`src/rtl/difr_pkg.sv`:
```
// Package for the drive input function router: line numbers, function
// selectors, register map and reset values.
// Assumes a 50 MHz system clock and a plain address/strobe register port.
package difr_pkg;

    localparam int NUM_LINES = 9;
    localparam int SEL_BITS = 8;
    localparam int POS_W = 32;
    localparam int ADDR_W = 8;

    // Hard-wired lines
    localparam int LINE_ENABLE = 5;
    localparam int LINE_LIMIT_NEG = 6;
    localparam int LINE_LIMIT_POS = 7;
    localparam int LINE_FAST_A = 4;
    localparam int LINE_FAST_B = 8;

    // Assignment code: 0..4 selects a line, 7 means unassigned
    localparam logic [2:0] ASSIGN_NONE = 3'h7;
    localparam logic [2:0] ASSIGN_MAX = 3'h4;

    // Function indices for the assignable group (lines 0..4 only)
    localparam int FN_SEL0 = 0;
    localparam int FN_STOP = 8;
    localparam int FN_JOG_NEG = 9;
    localparam int FN_JOG_POS = 10;
    localparam int FN_HOME_START = 11;
    localparam int FN_PROG_HOME = 12;
    localparam int FN_PROG_START = 13;
    localparam int FN_PROG_ADV1 = 14;
    localparam int FN_PROG_ADV2 = 15;
    localparam int FN_PROG_STOP = 16;
    localparam int FN_PROG_TOGGLE = 17;
    localparam int FN_SETUP = 18;
    localparam int NUM_FN = 19;

    // Register offsets; the assignment words fill 0x00..0x48, the rest sit above them
    localparam logic [ADDR_W-1:0] OFS_FN_ASSIGN_BASE = 8'h00;
    localparam logic [ADDR_W-1:0] OFS_FAST_ASSIGN = 8'h50;
    localparam logic [ADDR_W-1:0] OFS_POLARITY = 8'h54;
    localparam logic [ADDR_W-1:0] OFS_LINE_STATE = 8'h58;
    localparam logic [ADDR_W-1:0] OFS_FN_STATE = 8'h5C;
    localparam logic [ADDR_W-1:0] OFS_CAPTURE = 8'h60;
    localparam logic [ADDR_W-1:0] OFS_TARGET_IDX = 8'h64;

    // Fast-line assignment field bits (0 = line 4, 1 = line 8)
    localparam int FAST_START_BIT = 0;
    localparam int FAST_REF_BIT = 1;
    localparam logic [1:0] FAST_ASSIGN_RST = 2'h2;

    // Reset assignments: selector bits 0..3 on lines 0..3, rest unassigned
    function automatic logic [2:0] fn_assign_rst(input int fn);
        if (fn < 4) begin
            return 3'(fn);
        end
        return ASSIGN_NONE;
    endfunction : fn_assign_rst

    typedef enum logic [1:0] {
        DIFR_CAP_IDLE,
        DIFR_CAP_ARMED
    } difr_cap_e;

endpackage : difr_pkg

```
`src/rtl/difr_router.sv`:
```
// Drive input function router: synchronises nine input lines and routes
// them to internal control functions under software-set assignments.
// Assumes all lines are asynchronous levels and the register port master
// keeps strobes one cycle long.
//
// Overview of operation
// - Eight selector bits index 256 targets
// - Default: lines 0-3 selectors, line 4 start
// - Lines 4 and 8 are fast inputs; only line 8 samples
// - Sample edge captures actual position
// - Enable, limits hard-wired to lines 5,6,7
// - Assignable functions only on lines 0-4
// - Sample on 8; reference, start on 4/8
// - Each function sourced by one line only
// - One line may drive several functions
// - Limits bound travel, serve as homing reference
// - Enable needs controller enable and torque permit
// - Stop halts positioning and speed control
// - Separate jog inputs per direction
//
// The strobed register port and the register addresses were left to the implementer.
`timescale 1ns/1ps
`default_nettype none
module difr_router (
    // Clock and reset
    input wire logic clk_sys,
    input wire logic resetn,
    // Input lines and drive status
    input wire logic [difr_pkg::NUM_LINES-1:0] din,
    input wire logic safe_torque_off_ok,
    input wire logic [difr_pkg::POS_W-1:0] actual_position,
    input wire logic homing_active,
    // Register port
    input wire logic [difr_pkg::ADDR_W-1:0] reg_addr,
    input wire logic [31:0] reg_wdata,
    input wire logic reg_wr,
    input wire logic reg_rd,
    output logic [31:0] reg_rdata,
    // Routed functions
    output logic [difr_pkg::SEL_BITS-1:0] target_index,
    output logic positioning_start,
    output logic drive_enable,
    output logic limit_neg,
    output logic limit_pos,
    output logic travel_inhibit_neg,
    output logic travel_inhibit_pos,
    output logic reference_switch,
    output logic homing_start,
    output logic halt_positioning,
    output logic halt_speed,
    output logic jog_neg,
    output logic jog_pos,
    output logic program_home_command,
    output logic program_start_command,
    output logic program_advance_one_command,
    output logic program_advance_two_command,
    output logic program_stop_command,
    output logic program_toggle_command,
    output logic setup_mode,
    output logic [difr_pkg::POS_W-1:0] captured_position,
    output logic capture_strobe
);
    import difr_pkg::*;

    typedef struct packed {
        logic [NUM_FN-1:0][2:0] fn_assign;
        logic [1:0] fast_assign;
        logic [NUM_LINES-1:0] polarity;
        logic [NUM_LINES-1:0] line_prev;
        logic [NUM_FN-1:0] fn_out;
        logic [SEL_BITS-1:0] index;
        logic start_out;
        logic ref_out;
        logic enable_out;
        logic lim_neg_out;
        logic lim_pos_out;
        logic [POS_W-1:0] capture;
        logic cap_pulse;
        logic [31:0] rdata;
    } difr_state_s;

    difr_state_s state_reg;
    difr_state_s state_next;
    logic [NUM_LINES-1:0] line_sync;
    logic [NUM_LINES-1:0] line_act;
    logic [NUM_FN-1:0] fn_level;

    // Every line passes two flops before use
    difr_sync #(.W(NUM_LINES)) u_sync (
        .clk_sys(clk_sys),
        .resetn(resetn),
        .raw_in(din),
        .sync_out(line_sync)
    );

    assign line_act = line_sync ^ state_reg.polarity;

    // Each function has one source code, so only one line can drive it
    // several functions may name the same line codes above 4 are off
    genvar g;
    generate
        for (g = 0; g < NUM_FN; g++) begin : g_fn
            assign fn_level[g] = (state_reg.fn_assign[g] <= ASSIGN_MAX) ?
                line_act[state_reg.fn_assign[g]] : 1'b0;
        end
    endgenerate

    always_comb begin
        state_next = state_reg;
        state_next.line_prev = line_act;
        state_next.fn_out = fn_level;
        // Selector bits form the target index
        state_next.index = fn_level[FN_SEL0 +: SEL_BITS];
        // Start on line 4 or 8
        state_next.start_out = state_reg.fast_assign[FAST_START_BIT] ?
            line_act[LINE_FAST_B] : line_act[LINE_FAST_A];
        state_next.ref_out = state_reg.fast_assign[FAST_REF_BIT] ?
            line_act[LINE_FAST_B] : line_act[LINE_FAST_A];
        // Fixed lines
        state_next.enable_out = line_act[LINE_ENABLE] & safe_torque_off_ok;
        state_next.lim_neg_out = line_act[LINE_LIMIT_NEG];
        state_next.lim_pos_out = line_act[LINE_LIMIT_POS];
        // Sample input fixed to line 8, rising edge captures
        state_next.cap_pulse = 1'b0;
        if (line_act[LINE_FAST_B] && !state_reg.line_prev[LINE_FAST_B]) begin
            state_next.capture = actual_position;
            state_next.cap_pulse = 1'b1;
        end
        // Register writes
        if (reg_wr) begin
            if (reg_addr < OFS_FN_ASSIGN_BASE + 8'(4 * NUM_FN) && reg_addr[1:0] == 2'h0) begin
                state_next.fn_assign[reg_addr[6:2]] = reg_wdata[2:0];
            end else if (reg_addr == OFS_FAST_ASSIGN) begin
                state_next.fast_assign = reg_wdata[1:0];
            end else if (reg_addr == OFS_POLARITY) begin
                state_next.polarity = reg_wdata[NUM_LINES-1:0];
            end
        end
        // Reads answer next cycle; unmapped reads zero
        state_next.rdata = 32'h0;
        if (reg_rd) begin
            if (reg_addr < OFS_FN_ASSIGN_BASE + 8'(4 * NUM_FN) && reg_addr[1:0] == 2'h0) begin
                state_next.rdata = {29'h0, state_reg.fn_assign[reg_addr[6:2]]};
            end else if (reg_addr == OFS_FAST_ASSIGN) begin
                state_next.rdata = {30'h0, state_reg.fast_assign};
            end else if (reg_addr == OFS_POLARITY) begin
                state_next.rdata = {23'h0, state_reg.polarity};
            end else if (reg_addr == OFS_LINE_STATE) begin
                state_next.rdata = {23'h0, line_act};
            end else if (reg_addr == OFS_FN_STATE) begin
                state_next.rdata = {13'h0, state_reg.fn_out};
            end else if (reg_addr == OFS_CAPTURE) begin
                state_next.rdata = state_reg.capture;
            end else if (reg_addr == OFS_TARGET_IDX) begin
                state_next.rdata = {24'h0, state_reg.index};
            end
        end
    end

    always_ff @(posedge clk_sys or negedge resetn) begin
        if (!resetn) begin
            for (int i = 0; i < NUM_FN; i++) begin
                state_reg.fn_assign[i] <= fn_assign_rst(i);
            end
            state_reg.fast_assign <= FAST_ASSIGN_RST;
            state_reg.polarity <= '0;
            state_reg.line_prev <= '0;
            state_reg.fn_out <= '0;
            state_reg.index <= '0;
            state_reg.start_out <= 1'b0;
            state_reg.ref_out <= 1'b0;
            state_reg.enable_out <= 1'b0;
            state_reg.lim_neg_out <= 1'b0;
            state_reg.lim_pos_out <= 1'b0;
            state_reg.capture <= '0;
            state_reg.cap_pulse <= 1'b0;
            state_reg.rdata <= '0;
        end else begin
            state_reg <= state_next;
        end
    end

    assign target_index = state_reg.index;
    assign positioning_start = state_reg.start_out;
    assign reference_switch = state_reg.ref_out;
    assign drive_enable = state_reg.enable_out;
    assign limit_neg = state_reg.lim_neg_out;
    assign limit_pos = state_reg.lim_pos_out;
    // Limits block travel toward them except while homing uses them as reference
    assign travel_inhibit_neg = state_reg.lim_neg_out & ~homing_active;
    assign travel_inhibit_pos = state_reg.lim_pos_out & ~homing_active;
    assign homing_start = state_reg.fn_out[FN_HOME_START];
    assign halt_positioning = state_reg.fn_out[FN_STOP];
    assign halt_speed = state_reg.fn_out[FN_STOP];
    assign jog_neg = state_reg.fn_out[FN_JOG_NEG];
    assign jog_pos = state_reg.fn_out[FN_JOG_POS];
    assign program_home_command = state_reg.fn_out[FN_PROG_HOME];
    assign program_start_command = state_reg.fn_out[FN_PROG_START];
    assign program_advance_one_command = state_reg.fn_out[FN_PROG_ADV1];
    assign program_advance_two_command = state_reg.fn_out[FN_PROG_ADV2];
    assign program_stop_command = state_reg.fn_out[FN_PROG_STOP];
    assign program_toggle_command = state_reg.fn_out[FN_PROG_TOGGLE];
    assign setup_mode = state_reg.fn_out[FN_SETUP];
    assign captured_position = state_reg.capture;
    assign capture_strobe = state_reg.cap_pulse;
    assign reg_rdata = state_reg.rdata;

    AST_ENABLE_GATED: assert property (@(posedge clk_sys) disable iff (!resetn)
        drive_enable |-> $past(safe_torque_off_ok))
        else $error("enable without torque permit");
    AST_CAPTURE_VALUE: assert property (@(posedge clk_sys) disable iff (!resetn)
        capture_strobe |-> captured_position == $past(actual_position))
        else $error("capture value wrong");
    AST_CAPTURE_EDGE: assert property (@(posedge clk_sys) disable iff (!resetn)
        capture_strobe |-> $past(line_act[LINE_FAST_B]) && !$past(line_act[LINE_FAST_B], 2))
        else $error("capture not on line 8 edge");
    AST_STOP_BOTH: assert property (@(posedge clk_sys) disable iff (!resetn)
        state_reg.fn_assign[FN_STOP] == 3'h2 |=>
        halt_positioning == $past(line_act[2]) && halt_speed == halt_positioning)
        else $error("stop halts differ");
    AST_LIMIT_NEG: assert property (@(posedge clk_sys) disable iff (!resetn)
        limit_neg == $past(line_act[LINE_LIMIT_NEG]))
        else $error("limit 0 not from line 6");
    AST_LIMIT_POS: assert property (@(posedge clk_sys) disable iff (!resetn)
        limit_pos == $past(line_act[LINE_LIMIT_POS]))
        else $error("limit 1 not from line 7");
    AST_JOG_NEG: assert property (@(posedge clk_sys) disable iff (!resetn)
        state_reg.fn_assign[FN_JOG_NEG] > ASSIGN_MAX |=> !jog_neg)
        else $error("unassigned jog active");
    AST_START_SRC: assert property (@(posedge clk_sys) disable iff (!resetn)
        !state_reg.fast_assign[FAST_START_BIT] |=> positioning_start == $past(line_act[LINE_FAST_A]))
        else $error("start not from line 4");
    AST_SEL_INDEX: assert property (@(posedge clk_sys) disable iff (!resetn)
        state_reg.fn_assign[FN_SEL0] == 3'h0 |=> target_index[0] == $past(line_act[0]))
        else $error("index bit 0 not from line 0");
    AST_READ_LATENCY: assert property (@(posedge clk_sys) disable iff (!resetn)
        !reg_rd |=> reg_rdata == 32'h0)
        else $error("read data outside answer cycle");
endmodule : difr_router
`default_nettype wire

```
`src/rtl/difr_sync.sv`:
```
// Two-stage synchroniser bank for the input lines.
// Assumes inputs may change at any time relative to clk_sys.
`timescale 1ns/1ps
`default_nettype none
module difr_sync #(
    parameter int W = 9
) (
    // Clock and reset
    input wire logic clk_sys,
    input wire logic resetn,
    // Lines
    input wire logic [W-1:0] raw_in,
    output logic [W-1:0] sync_out
);
    typedef struct packed {
        logic [W-1:0] stage1;
        logic [W-1:0] stage2;
    } difr_sync_s;

    difr_sync_s state_reg;
    difr_sync_s state_next;

    always_comb begin
        state_next = state_reg;
        state_next.stage1 = raw_in;
        state_next.stage2 = state_reg.stage1;
    end

    always_ff @(posedge clk_sys or negedge resetn) begin
        if (!resetn) begin
            state_reg <= '0;
        end else begin
            state_reg <= state_next;
        end
    end

    assign sync_out = state_reg.stage2;
endmodule : difr_sync
`default_nettype wire

```
`config.mk`:
```
export PLATFORM = sky130hd
export DESIGN_NAME = difr_router
export DESIGN_NICKNAME = d
export VERILOG_FILES = /design/src/rtl/difr_pkg.sv /design/src/rtl/difr_router.sv /design/src/rtl/difr_sync.sv
export SDC_FILE = /design/constraint.sdc
export NUM_CORES = 1
export LEC_CHECK = 0
export BUFFER_PORTS_ARGS = -buffer_cell sky130_fd_sc_hd__buf_2
export CAP_MARGIN = 20
export CORE_ASPECT_RATIO = 1.2
export CORE_MARGIN = 2
export CORE_UTILIZATION = 55
export DETAILED_ROUTE_END_ITERATION = 8
export GPL_TIMING_DRIVEN = 0
export PLACE_DENSITY = 0.87
export REMOVE_ABC_BUFFERS = 1
export SETUP_SLACK_MARGIN = 0.02
export SYNTH_ARGS = -nofsm -noshare
export SYNTH_HDL_FRONTEND = slang
export SYNTH_SLANG_ARGS = --single-unit
```
`constraint.sdc`:
```
create_clock -name clk_sys -period 2.2 [get_ports clk_sys]
set_input_delay 0.22 -clock clk_sys [delete_from_list [all_inputs] [get_ports clk_sys]]
set_output_delay 0.22 -clock clk_sys [all_outputs]
set_load 0.02 [all_outputs]
```
### After elaboration in Yosys (flattened, before gate mapping)

Cells that the tools add are included.

| storage, ports and cells | value |
|---|---|
| bits in writable memories | 0 |
| bits in registers | 192 |
| word-level logic and storage cells | 169 |
| input port bits | 87 |
| memories kept | 0 |
| latch bits | 0 |
| ROM bits | 0 |

| cells by class | value |
|---|---|
| reductions and logical operators | 8 |
| equality and inequality tests | 6 |
| divide/modulo/power cells | 0 |
| bitwise logic cells | 7 |
| $add $sub $neg | 0 |
| shift-type cells | 0 |
| multiplexer cells | 73 |
| $mul | 0 |
| order comparisons | 41 |

Operators with widths:

| operator | count |
|---|---|
| 2-to-1 mux 32 bit | 7 |
| < comparator 3 x 5 -> 1 bit (second input constant) | 19 |
| binary-select mux 1 bit (select 3 bit) | 19 |
| bitwise mux 57 bit | 1 |
| <= comparator 3 bit (second input constant) | 19 |
| == test 8 x 7 -> 1 bit (second input constant) | 6 |
| 2-to-1 mux 1 bit | 41 |
| binary-select mux 3 bit (select 5 bit) | 1 |
| demux 3 bit (select 5 bit) | 1 |
| XOR 9 bit | 1 |
| < comparator 8 x 7 -> 1 bit (second input constant) | 1 |
| 2-to-1 mux 8 bit | 1 |
| < comparator 5 x 6 -> 1 bit (second input constant) | 1 |
| 2-to-1 mux 3 bit | 2 |
| greater-or-equal comparator 5 x 1 -> 1 bit (second input constant) | 1 |
| AND reduction 4 bit | 1 |
| AND 1 bit | 3 |
| logical AND 1 bit | 3 |
| inverter 1 bit | 3 |
| AND reduction 3 bit | 1 |
| zero test 2 bit | 1 |
| AND reduction 2 bit | 1 |
| zero test 1 bit | 1 |

### Longest topological paths before layout

Gate-level depths: netlist of the first run.

| logic depth | value |
|---|---|
| depth in word-level cells | 9 |
| depth in mapped cells | 8 |

### Modules after synthesis

A second synthesis of the first run with hierarchy kept.

| unflattened totals | value |
|---|---|
| cell total of the unflattened synthesis | 662 |
| area, all modules | 8415.6 um^2 |

Modules (own cells, without submodules):

| module | area an instance (um^2) | cells each | instances |
|---|---|---|---|
| difr_router | 7965.1 | 644 | 1 |
| difr_sync | 450.4 | 18 | 1 |

### Worst setup path after synthesis of the first run

OpenSTA, ideal clock, no wires.

| timing path | value |
|---|---|
| kind | input port to flip-flop |
| from | in reg_addr[7] (netlist name) |
| to | reg state_reg[106] (netlist name) |
| cell stages on the path | 5 |
| required time | 2075 ps |
| library setup time | 125 ps |
| arrival time | 1726 ps |
| path slack | 349 ps |
| cells stage by stage | nor3_1 -> nand3_2 -> nor2_4 -> nand3_2 -> mux2_2 |

| on the way | value |
|---|---|
| cells in the longest elaborated chain, start to end | 4 |

RTL lines:

| element | line | RTL |
|---|---|---|
| start: declaration | difr_router.sv:34 | `input wire logic [difr_pkg::ADDR_W-1:0] reg_addr,` |
| < comparator 8 x 7 -> 1 bit | difr_router.sv:131 | `if (reg_addr < OFS_FN_ASSIGN_BASE + 8'(4 * NUM_FN) && reg_addr[1:0] == 2'h0) begin` |
| logical AND 1 bit | difr_router.sv:131 |  |
| inverter 1 bit (no line) | n/a |  |
| AND reduction 4 bit (no line) (*) | n/a |  |
| end signal: assignment | difr_router.sv:179 | `state_reg <= state_next;` |
| end: declaration | difr_router.sv:82 | `difr_state_s state_reg;` |

Mark *: on every way between the ends. The rest lies on a longest branch, timed or not.
A chain may end at the register's enable or synchronous reset.

==> results.md, run 1 <==
* Outcome: complete, no violations
* Core ar. at 0.0150 mm^2
* Share of post-route cells with drive strength above 1 at 50.8%
* Top FF cell, synth: dfrtp_1
* Compound-Gate Fraction of Synth Area at 6.82%
* CP peak stage delay at 620 ps
* Seq/Total Area, Yosys at 52.8%
* Critical Path End: reg_rdata[2]
* Wire per inst at 20.2 um
* Avg Inst Size Synth at 12.6 um^2
* Die H at 140 um
* Synth Cell Area at 0.00845 mm^2
* GRT Overall Usage at 24.4%
* Xor/xnor cell area share of the yosys netlist at 0.829%
* Max-slew violation count at 0
* Fmax at 473 MHz
* Antenna Nets Post-Route at 0
* Ys async rst share at 100%
* CTS buffer count at 17
* CP max FO at 32
* Vias in the first global route at 5877
* Most frequent cells in the layout: buf_2 (153), dfrtp_1 (126), mux2_2 (101)
* Ys Warns at 0
* Endpoints failing setup at 0
* Final Power at 8.11 mW
* CTS H-tree depth at 4
* Drt drc at 0
* Die Wd at 117 um
* CTS clk-pin slew, worst paths at 60 ps
* Worst slew margin at 32.1%
* Largest register FFs at 72
* Critical path arrival at 2370 ps
* Post-Synth Simple-Gate Area at 8.79%
* Sequential Area at 0.00447 mm^2
* Clk sinks at 176
* Die Area at 0.0164 mm^2
* First-pass GRT wire length at 30600 um
* Grt ovf at 0
* Worst hold path type: in2reg
* Buffers on Ports at 155
* DP Cell Count at 927
* Crit. Startpoint: reg_addr[2]
* Max cap viols at 0
* Initial antenna violation count at 1
* Final cell count without fillers at 971
* Worst R2R End: captured_position[18]
* Final worst path period share at 96.0%
* Fill cell count at 1045
* CTS tree: built
* Final Hold Fails at 0
* Yosys reg bits at 176
* Startpoint types: input pin
* DRT Pass-1 Iters at 5
* Hpwl dp at 13000 um
* Reg2reg setup slack at 220 ps
* Multi-input gate area at 0.00332 mm^2
* PwrDens at 837 mW/mm^2
* Slew at the pin with the worst max-slew slack at 1010 ps
* Worst reg2reg path startpoint: state_reg[114]
* Cell Rows at 49
* CTS root buf: clkbuf_16
* Via/cell ratio at 6.00
* Largest family of logic cells by synthesized area: multiplexers
* Post-Syn Instances at 672
* Req. time, crit path at 2460 ps
* Post-synthesis mux area share at 22.1%
* Iter 0 DRT Violations at 658
* Final #Nets at 840
* Synth unique cells at 52
* Worst setup EP type: flip-flop
* Leak at 4.29 nW
* CTS Buffer Depth at 2
* Crit Path Class: in2reg
* GP Congestion at 0.909
* Worst slack at placement at -887 ps
* Final worst setup slack at 87.6 ps
* Syn-to-layout area delta at 14.7%
* # IOs at 179
* R2R depth at 3
* Slowest CP cell: buf_2
* Fraction of the mapped netlist area in adder cells at 0%
* Critical-path cell list: buf_2 -> mux4_2 -> nor2b_1 -> a2111oi_0 -> o32ai_1
* Peak supply drop at 548 uV
* Met3 GRT Util at 5.14%
* Largest net degree at the start of global routing at 112
* RSZ-0062 raised after global routing: false
* Initial Utilization at 56.3%
* Met1 Usage GRT at 30.2%
* Most common cell after layout, fill and taps aside: buf_2
* Clk Latency, worst-skew pair at 430 ps
* Most Used Layer, Global Route: met2
* Post-synth EDFFs at 0
* Final wirelength at 19600 um
* Vias at 5827
* Final min period at 2110 ps
* GR Util met2 at 40.6%
* Setup Skew at 7.23 ps
==> how the worst min path moves through the flow <==
stage / start / end / slack [ps] / cells past startpoint
after global routing: actual_position[0] / captured_position[0] / 20 / 2
after CTS: safe_torque_off_ok / drive_enable / 10 / 2
final: safe_torque_off_ok / drive_enable / 20 / 2
after detailed placement: resetn / captured_position[6] / 200 / 1
after global placement: din[3] / u_sync.state_next[3] / 330 / 1
after floorplan: resetn / capture_strobe / -80 / 0
==> timing repair <==
action | CTS | global route
endpoints found under the setup margin | 34 | 12
endpoints found under the hold margin | 69 | 0
hold buffers | 10 | 0
pin swaps | 1 | 0
gates cloned | 0 | 0
gates resized for setup | 2 | 4
buffers inserted | 1 | 0
==> report_power, final <==
group	internal [mW]	switching, mW
logic	0.464	0.669
clock network	1.99	1.30
registers	3.50	0.191
total	5.95	2.16
==> synthesized netlist by cell type (2+ instances only) <==
library cell  number  area (um^2)
nor2_1            35          131
o32ai_1            2         17.5
nand3_2            2         20.0
inv_1              7         26.3
nand2_1           41          154
o41ai_1            2         17.5
xnor2_1            6         52.6
a22oi_1           14          105
buf_1              4         15.0
and3_1             2         12.5
and2_1            14         87.6
nand2b_1           2         12.5
buf_4             76          571
buf_2              5         25.0
nand3b_1           2         15.0
a211oi_1           5         37.5
nand3_1            5         25.0
mux2i_1           10          100
o21ai_0           27          135
mux2_2           101         1140
nor3_1            25          125
nand4_1            2         12.5
or3b_2             2         17.5
dfstp_2           50         1310
a2111oi_0          2         17.5
mux4_2            28          631
a21oi_1           13         65.1
clkbuf_1          24         90.1
xor2_1             2         17.5
dfrtp_1          126         3150
a222oi_1           5         50.1
nor2b_1           11         68.8
==> layout make-up <==
| cell class | count | area share [%] |
|---|---|---|
| Antenna cell | 1 | 0.0258 |
| Clock buffer | 19 | 4.67 |
| Clock inverter | 13 | 2.03 |
| Inverter | 7 | 0.271 |
| Multi-Input combinational cell | 380 | 34.3 |
| Sequential cell | 176 | 46.1 |
| Tap cell | 204 | 2.63 |
| Timing Repair Buffer | 171 | 10.0 |
==> worst max-delay path: cells and delay by family <==
family | cells | cell delay, ps
and+or+nand+nor | 1 | 140
buffers and inverters | 1 | 620
AOI/OAI and AO/OA | 2 | 780
muxes | 1 | 580
==> cell families (layout without fill, tap and decap cells) <==
kind of cell	after synthesis	count (layout)
xor+xnor	8	8
compound gates	85	85
flops	176	176
buf+inv	116	210
other cells	0	1
mux	139	139
simple gates	148	148
==> stage by stage <==
| stage | setup TNS (ps) | instance area [um^2] | util, % | hold WS (ps) |
|---|---|---|---|---|
| 3_5_place_dp | -27050 | 8910 | 59.3 | 198 |
| 3_3_place_gp | -309720 | 8780 | 58.5 | 329 |
| 5_1_grt | 0 | 9690 | 64.5 | 17.5 |
| 6_report | 0 | 9690 | 64.5 | 17.8 |
| 4_1_cts | 0 | 9680 | 64.4 | 10.9 |
| 2_1_floorplan | -9440 | 7750 | - | -75.6 |
==> metal layers <==
| layer | part of all wire [%] | wire [um] |
|---|---|---|
| met3 | 7.8 | 1530 |
| met2 | 51 | 9900 |
| met1 | 38 | 7400 |
| met5 | 0 | 0 |
| met4 | 3.9 | 765 |
(Power assumes the default switching activity.)
==> run 2: changes to the inputs <==
Settings changed: ABC_AREA from default to 1, MAX_ROUTING_LAYER from default to met4.
==> run 2 against run 1 <==
Sequential share of layout area down 0.60 points; flip-flop and latch count unchanged; combinational power about the same; clock power down 5%; clock skew about the same; cell area up 1.3%; total power down 3.0%; worst hold slack worse by 12 ps; synthesized cell count up 44%; non-clock buffer count unchanged; routed wire length up 18%; register-to-register slack worse by 70 ps; critical path type is now reg2reg.
==> results.md, run 2 <==
* Ys async rst share at 100% (unchanged)
* Share of post-route cells with drive strength above 1 at 29.1% (-22 points)
* Final #Nets at 1144 (+36%)
* Most Used Layer, Global Route: met2
* Core ar. at 0.0155 mm^2 (+2.9%)
* DRT Pass-1 Iters at 8 (+3)
* Die Area at 0.0167 mm^2 (+2.0%)
* Post-Synth Simple-Gate Area at 18.7% (+10 points)
* CP peak stage delay at 560 ps (-60 ps)
* Multi-input gate area at 0.00316 mm^2 (-4.9%)
* CP max FO at 15 (-53%)
* Hpwl dp at 14600 um (+12%)
* Post-synthesis mux area share at 3.09% (-19 points)
* Critical path arrival at 2300 ps (-70 ps)
* Xor/xnor cell area share of the yosys netlist at 0.797% (-0.032 points)
* Vias at 7380 (+27%)
* Post-route cell area at 0.00982 mm^2 (+1.3%)
* Largest family of logic cells by synthesized area: simple AND/OR/NAND/NOR gates
* Yosys reg bits at 176 (unchanged)
* Cell Rows at 50 (+2.0%)
* Clk Latency, worst-skew pair at 430 ps (about the same)
* Switching Share at 29.2% (+2.5 points)
* Setup Skew at 7.73 ps (+0.496 ps)
* Final worst path period share at 93.0% (-3.0 points)
* Met1 Usage GRT at 32.6% (+2.4 points)
* Sequential Power Share at 46.3% (+0.8 points)
* Area fraction of the dominant cell type after synthesis at 36.5% (-0.77 points)
* Largest net degree at the start of global routing at 133 (+19%)
* Most common cell after layout, fill and taps aside: nand2_1
* Peak supply drop at 561 uV (+2.3%)
* Die Wd at 118 um (+1.0%)
* Compound-Gate Fraction of Synth Area at 13.3% (+6.5 points)
* Seq/Total Area, Yosys at 51.8% (-1.1 points)
* Fill cell count at 1162 (+11%)
* Via/cell ratio at 5.76 (-4.0%)
* PwrDens at 801 mW/mm^2 (-4.2%)
* Slowest CP cell: inv_1
* CTS Buffer Depth at 2 (unchanged)
* Post-DP Area at 0.00903 mm^2 (+1.4%)
* Final Hold Fails at 0 (unchanged)
* Die H at 141 um (+1.0%)
* Worst slack at placement at -121 ps (+766 ps)
* Synth Cell Area at 0.00863 mm^2 (+2.1%)
* GR Util met2 at 46.9% (+6.3 points)
* First-pass GRT wire length at 36300 um (+19%)
* Endpoints failing setup at 0 (unchanged)
* GP Congestion at 0.968 (+6.5%)
* Number of setup buffers added after CTS at 0 (-1)
* Top FF cell, synth: dfrtp_1
* Clk sinks at 176 (unchanged)
* Fmax at 489 MHz (+3.3%)
* Initial Utilization at 55.8% (-0.42 points)
* Leak at 4.55 nW (+6.1%)
* Buffers on Ports at 155 (unchanged)
* Syn-to-layout area delta at 13.8%
* CTS tree: built
* Initial antenna violation count at 2 (+1)
* Outcome: complete, no violations
* Worst hold path type: in2reg
* CTS clk-pin slew, worst paths at 70 ps (about the same)
* Post-Syn Instances at 969 (+44%)
* Synth unique cells at 42 (-19%)
* RSZ-0062 raised after global routing: false
* Met3 GRT Util at 6.51% (+1.4 points)
* Iter 0 DRT Violations at 1008 (+53%)
* Top delay family on crit path: buffers and inverters
* Wire per inst at 18.1 um (-10%)
* CTS root buf: clkbuf_16
* Final worst setup slack at 155 ps (+67.0 ps)
* Cell taking the most area after synthesis: dfrtp_1
* CTS buffer count at 17 (unchanged)
* CTS H-tree depth at 4 (unchanged)
* Max-slew violation count at 0 (unchanged)
* Ys Warns at 0 (unchanged)
* Most frequent cells in the layout: nand2_1 (229), buf_2 (154), dfrtp_1 (126)
* Most area-consuming cells after synthesis: dfrtp_1 (37%), dfstp_2 (15%), nand2_1 (10%), buf_4 (6.7%), o21ai_0 (4.5%)
* Sequential Area at 0.00447 mm^2 (unchanged)
* Req. time, crit path at 2460 ps (about the same)
* GRT Overall Usage at 28.5% (+4.1 points)
* Crit Path Class: reg2reg
* Drt drc at 0 (unchanged)
* # IOs at 179 (unchanged)
* Vias in the first global route at 7056 (+20%)
* Worst setup EP type: flip-flop
* Max cap viols at 0 (unchanged)
* Grt ovf at 0 (unchanged)
* Most common cell in the netlist: nand2_1
* Comb power frac at 14.1% (about the same)
* Crit path buffers/inverters at 2 (+1)
* Largest register FFs at 72 (unchanged)
* Final min period at 2050 ps (-67.0 ps)
* Slew at the pin with the worst max-slew slack at 893 ps (-121 ps)
* Startpoint types: flip-flop
* Internal at 5.57 mW (-6.3%)
* Worst slew margin at 40.4% (+8.3 points)
* Post-synth EDFFs at 0 (unchanged)
* Most used cell, CP: nand2_1
* Antenna Nets Post-Route at 0 (unchanged)
* Synth top cells by count: nand2_1 (229), dfrtp_1 (126), inv_1 (78), o21ai_0 (78), buf_4 (77)
* Switching power at 2.30 mW (+6.3%)
* Fraction of the mapped netlist area in adder cells at 0% (unchanged)
* Final wirelength at 23200 um (+18%)
* Avg Inst Size Synth at 8.91 um^2 (-29%)
* Critical-path cell list: inv_1 -> nand2_1 -> nand2_1 -> inv_1 -> o21ai_0 -> a21oi_1 -> nand2_1 -> o41ai_1
* Power share of the clock group at 39.6% (-1.0 points)
run 2: cell type report:
class / instances / share of cell area, %
tap: 208 / 2.65
clock inverter: 15 / 1.96
antenna: 3 / 0.0764
inverter: 87 / 3.44
sequential: 176 / 45.5
clock buffer: 17 / 4.33
timing repair buffer: 171 / 9.92
multi-input combinational: 604 / 32.1
run 2: per-layer routing:
| metal | up-vias | part of all wire, % |
|---|---|---|
| met2 | 525 | 49 |
| met4 | 0 | 5.4 |
| met5 | - | 0 |
| li1 | 3281 | - |
| met3 | 132 | 9.5 |
| met1 | 3442 | 36 |
run 2: repair_timing:
action | 4_1_cts | 5_1_grt
endpoints found under the setup margin | 17 | 11
hold buffers | 13 | 0
resized for setup | 1 | 3
endpoints found under the hold margin | 56 | 0
run 2: path summary, 6_finish.rpt:
| path | start | end | slack (ps) | cells after the start |
|---|---|---|---|---|
| setup / recovery | state_reg[109] | halt_positioning | 150 | 8 |
| hold reg to reg | u_sync.state_next[6] | u_sync.sync_out[6] | 350 | 0 |
| min in group asynchronous | resetn | state_reg[103] | 270 | 2 |
| hold / removal | actual_position[25] | captured_position[25] | 6 | 3 |
| max in group asynchronous | resetn | reg_rdata[12] | 980 | 3 |
| setup reg to reg | state_reg[109] | halt_positioning | 150 | 8 |
run 2: cell families after synthesis:
group	count (synthesis)
flops	176
buf+inv	189
compound gates	207
mux	23
simple gates	367
xor+xnor	7
run 2: worst reg2reg max path, stage by stage (launching register included):
cell and delay [ps]:
dfrtp_1 380, inv_1 90, nand2_1 70, nand2_1 210, inv_1 560, o21ai_0 170
a21oi_1 210, nand2_1 80, o41ai_1 110
run 2: power by group through the flow:
stage / clock (mW) / combinational, mW / sequential [mW]
global placement: 0 / 1.01 / 3.67
finish: 3.12 / 1.11 / 3.64
CTS: 3.14 / 1.09 / 3.63
global route: 3.30 / 1.20 / 3.66
floorplan: 0 / 0.412 / 3.83
detailed placement: 0 / 1.05 / 3.68
run 2: per-stage QoR:
stage          util [%]  hold WS, ps  power [mW]  TNS, ps  std cells
2_1_floorplan         -        -75.6        4.24    -9920        867
3_3_place_gp       57.9          328        4.68  -279250       1230
3_5_place_dp       58.5          128        4.74    -1400       1233
4_1_cts            63.3         1.02        7.86        0       1278
5_1_grt            63.5         13.6        8.16        0       1280
6_report           63.6         5.73        7.87        0       1281
==> run 3: changes to the inputs <==
Settings changed: CTS_CLUSTER_SIZE from default to 25, PLACE_DENSITY 0.87 to 0.8.
==> run 3 against run 2 <==
Clock skew rose by 2.0 ps; the run now ends with negative hold slack left; sequential share of layout area barely moved; largest cell class unchanged; combinational power barely moved.
==> results.md, run 3 (synthesis gave the netlist of run 2 again) <==
* Outcome: finished, violations left
* Violated checks: negative hold slack
* Vias at 7024 (-4.8%)
* PwrDens at 793 mW/mm^2 (-1.0%)
* GP Congestion at 0.975 (+0.68%)
* Peak supply drop at 556 uV (-0.90%)
* Die Wd at 118 um (unchanged)
* CTS clk-pin slew, worst paths at 80 ps (about the same)
* Worst R2R End: target_index[2]
* First-pass GRT wire length at 34200 um (-5.8%)
* Hold Slack at -1.40 ps (-7.13 ps)
* CTS Buffer Depth at 2 (unchanged)
* Die Area at 0.0167 mm^2 (unchanged)
* Hold Path End: captured_position[20]
* Req. time, crit path at 2450 ps (about the same)
* R2R depth at 5 (-3)
* Core ar. at 0.0155 mm^2 (unchanged)
* Worst slew margin at 41.8% (+1.3 points)
* CTS buffer count at 17 (unchanged)
* Slew at the pin with the worst max-slew slack at 873 ps (-19.9 ps)
* Drt drc at 0 (unchanged)
* RSZ-0062 raised after global routing: false
* Fmax at 463 MHz (-5.4%)
* Initial Utilization at 55.8% (unchanged)
* CTS H-tree depth at 4 (unchanged)
* Vias in the first global route at 6581 (-6.7%)
* Leak at 4.56 nW (+0.11%)
* Share of post-route cells with drive strength above 1 at 29.3% (+0.26 points)
* Cell Rows at 50 (unchanged)
* Critical path arrival at 2410 ps (+110 ps)
* Worst reg2reg path startpoint: state_reg[107]
* Endpoints failing setup at 0 (unchanged)
* GRT Overall Usage at 26.9% (-1.5 points)
* Worst hold path type: in2reg
* Largest register FFs at 72 (unchanged)
* Initial antenna violation count at 0 (-2)
* CTS tree: built
* Reg2reg setup slack at 40 ps (-120 ps)
* Die H at 141 um (unchanged)
* Largest net degree at the start of global routing at 110 (-17%)
* Via/cell ratio at 5.48 (-4.9%)
* Most frequent cells in the layout: nand2_1 (229), buf_2 (154), dfrtp_1 (126)
* Clk sinks at 176 (unchanged)
* N_diodes at 0 (-3)
* Iter 0 DRT Violations at 730 (-28%)
* Startpoint types: flip-flop
* DRT Pass-1 Iters at 7 (-1)
* Worst Hold Launch: actual_position[20]
* Setup Skew at 9.70 ps (+1.97 ps)
* Worst setup EP type: flip-flop
* Max-slew violation count at 0 (unchanged)
* WHS Path Cells at 3 (unchanged)
* Final Hold Fails at 1 (+1)
* Final worst path period share at 98.3% (+5.3 points)
* Antenna Nets Post-Route at 0 (unchanged)
* Final core occ at 63.5% (about the same)
* CTS root buf: clkbuf_16
* # IOs at 179 (unchanged)
* Most common cell after layout, fill and taps aside: nand2_1
* Max cap viols at 0 (unchanged)
* Buffers on Ports at 155 (unchanged)
* Final #Nets at 1148 (+0.35%)
* Crit Path Class: reg2reg
* Syn-to-layout area delta at 13.8% (about the same)
* CP max FO at 12 (-3)
* Grt ovf at 0 (unchanged)
* Final min period at 2160 ps (+116 ps)
* Wire per inst at 17.1 um (-5.7%)
* Clk Latency, worst-skew pair at 430 ps (about the same)
* Hpwl dp at 14500 um (-0.60%)
* Final wirelength at 21900 um (-5.6%)
==> run 3: what timing repair did <==
action / 4_1_cts / 5_1_grt
setup endpoints to repair: 17 / 2
hold endpoints to repair: 57 / 0
setup buffers: 0 / 2
hold buffers: 14 / 0
gates resized for setup: 1 / 2
==> run 3: critical path: stages (launching register included) <==
cell and delay (ps):
dfrtp_1 430, xnor2_2 610, clkinvlp_4 170, buf_4 220, o311ai_0 300, o21ai_0 250
==> run 3: report_power, final <==
group / total (mW) / switching (mW) / internal [mW] / leakage, nW
Sequential: 3.63 / 0.158 / 3.47 / 2.11
Combinational: 1.10 / 0.734 / 0.371 / 2.16
Clock: 3.06 / 1.40 / 1.65 / 0.291
Total: 7.79 / 2.30 / 5.49 / 4.56
==> run 3: final cells by class <==
class	count	area (um^2)
clock inverters	14	166
repair buffers	175	1010
well taps	208	260
multi-input cells	604	3130
flip-flops and latches	176	4470
inverters	87	342
fillers	1248	5630
clock buffers	18	439
==> run 3: per-layer routing <==
metal,vias to the layer above,part of all wire (%),GRT usage [%]
li1,3290,-,-
met1,3355,41,34.0
met2,319,49,43.7
met3,60,6.7,3.88
met4,0,3.3,11.3
met5,-,0,-
==> run 3: through the flow <==
stage	instances	setup TNS [ps]	total power [mW]	setup slack (ps)	area, um^2
after floorplan	867	-9920	4.24	-393	7910
after global placement	1230	-282050	4.69	-1640	8940
after detailed placement	1234	-3000	4.74	-237	9050
after CTS	1280	0	7.78	43.2	9790
after global routing	1282	0	8.05	86.9	9820
final	1282	0	7.79	38.4	9820
==> run 3: worst max path at each step <==
stage	cells past startpoint	slack, ps	endpoint	from
2_1_floorplan	4	-390	captured_position[0]	state_reg[114]
3_3_place_gp	1	-1640	program_advance_one_command	resetn
3_5_place_dp	4	-240	target_index[2]	state_reg[110]
4_1_cts	4	40	target_index[2]	state_reg[110]
5_1_grt	5	90	target_index[2]	state_reg[107]
6_report	5	40	target_index[2]	state_reg[107]
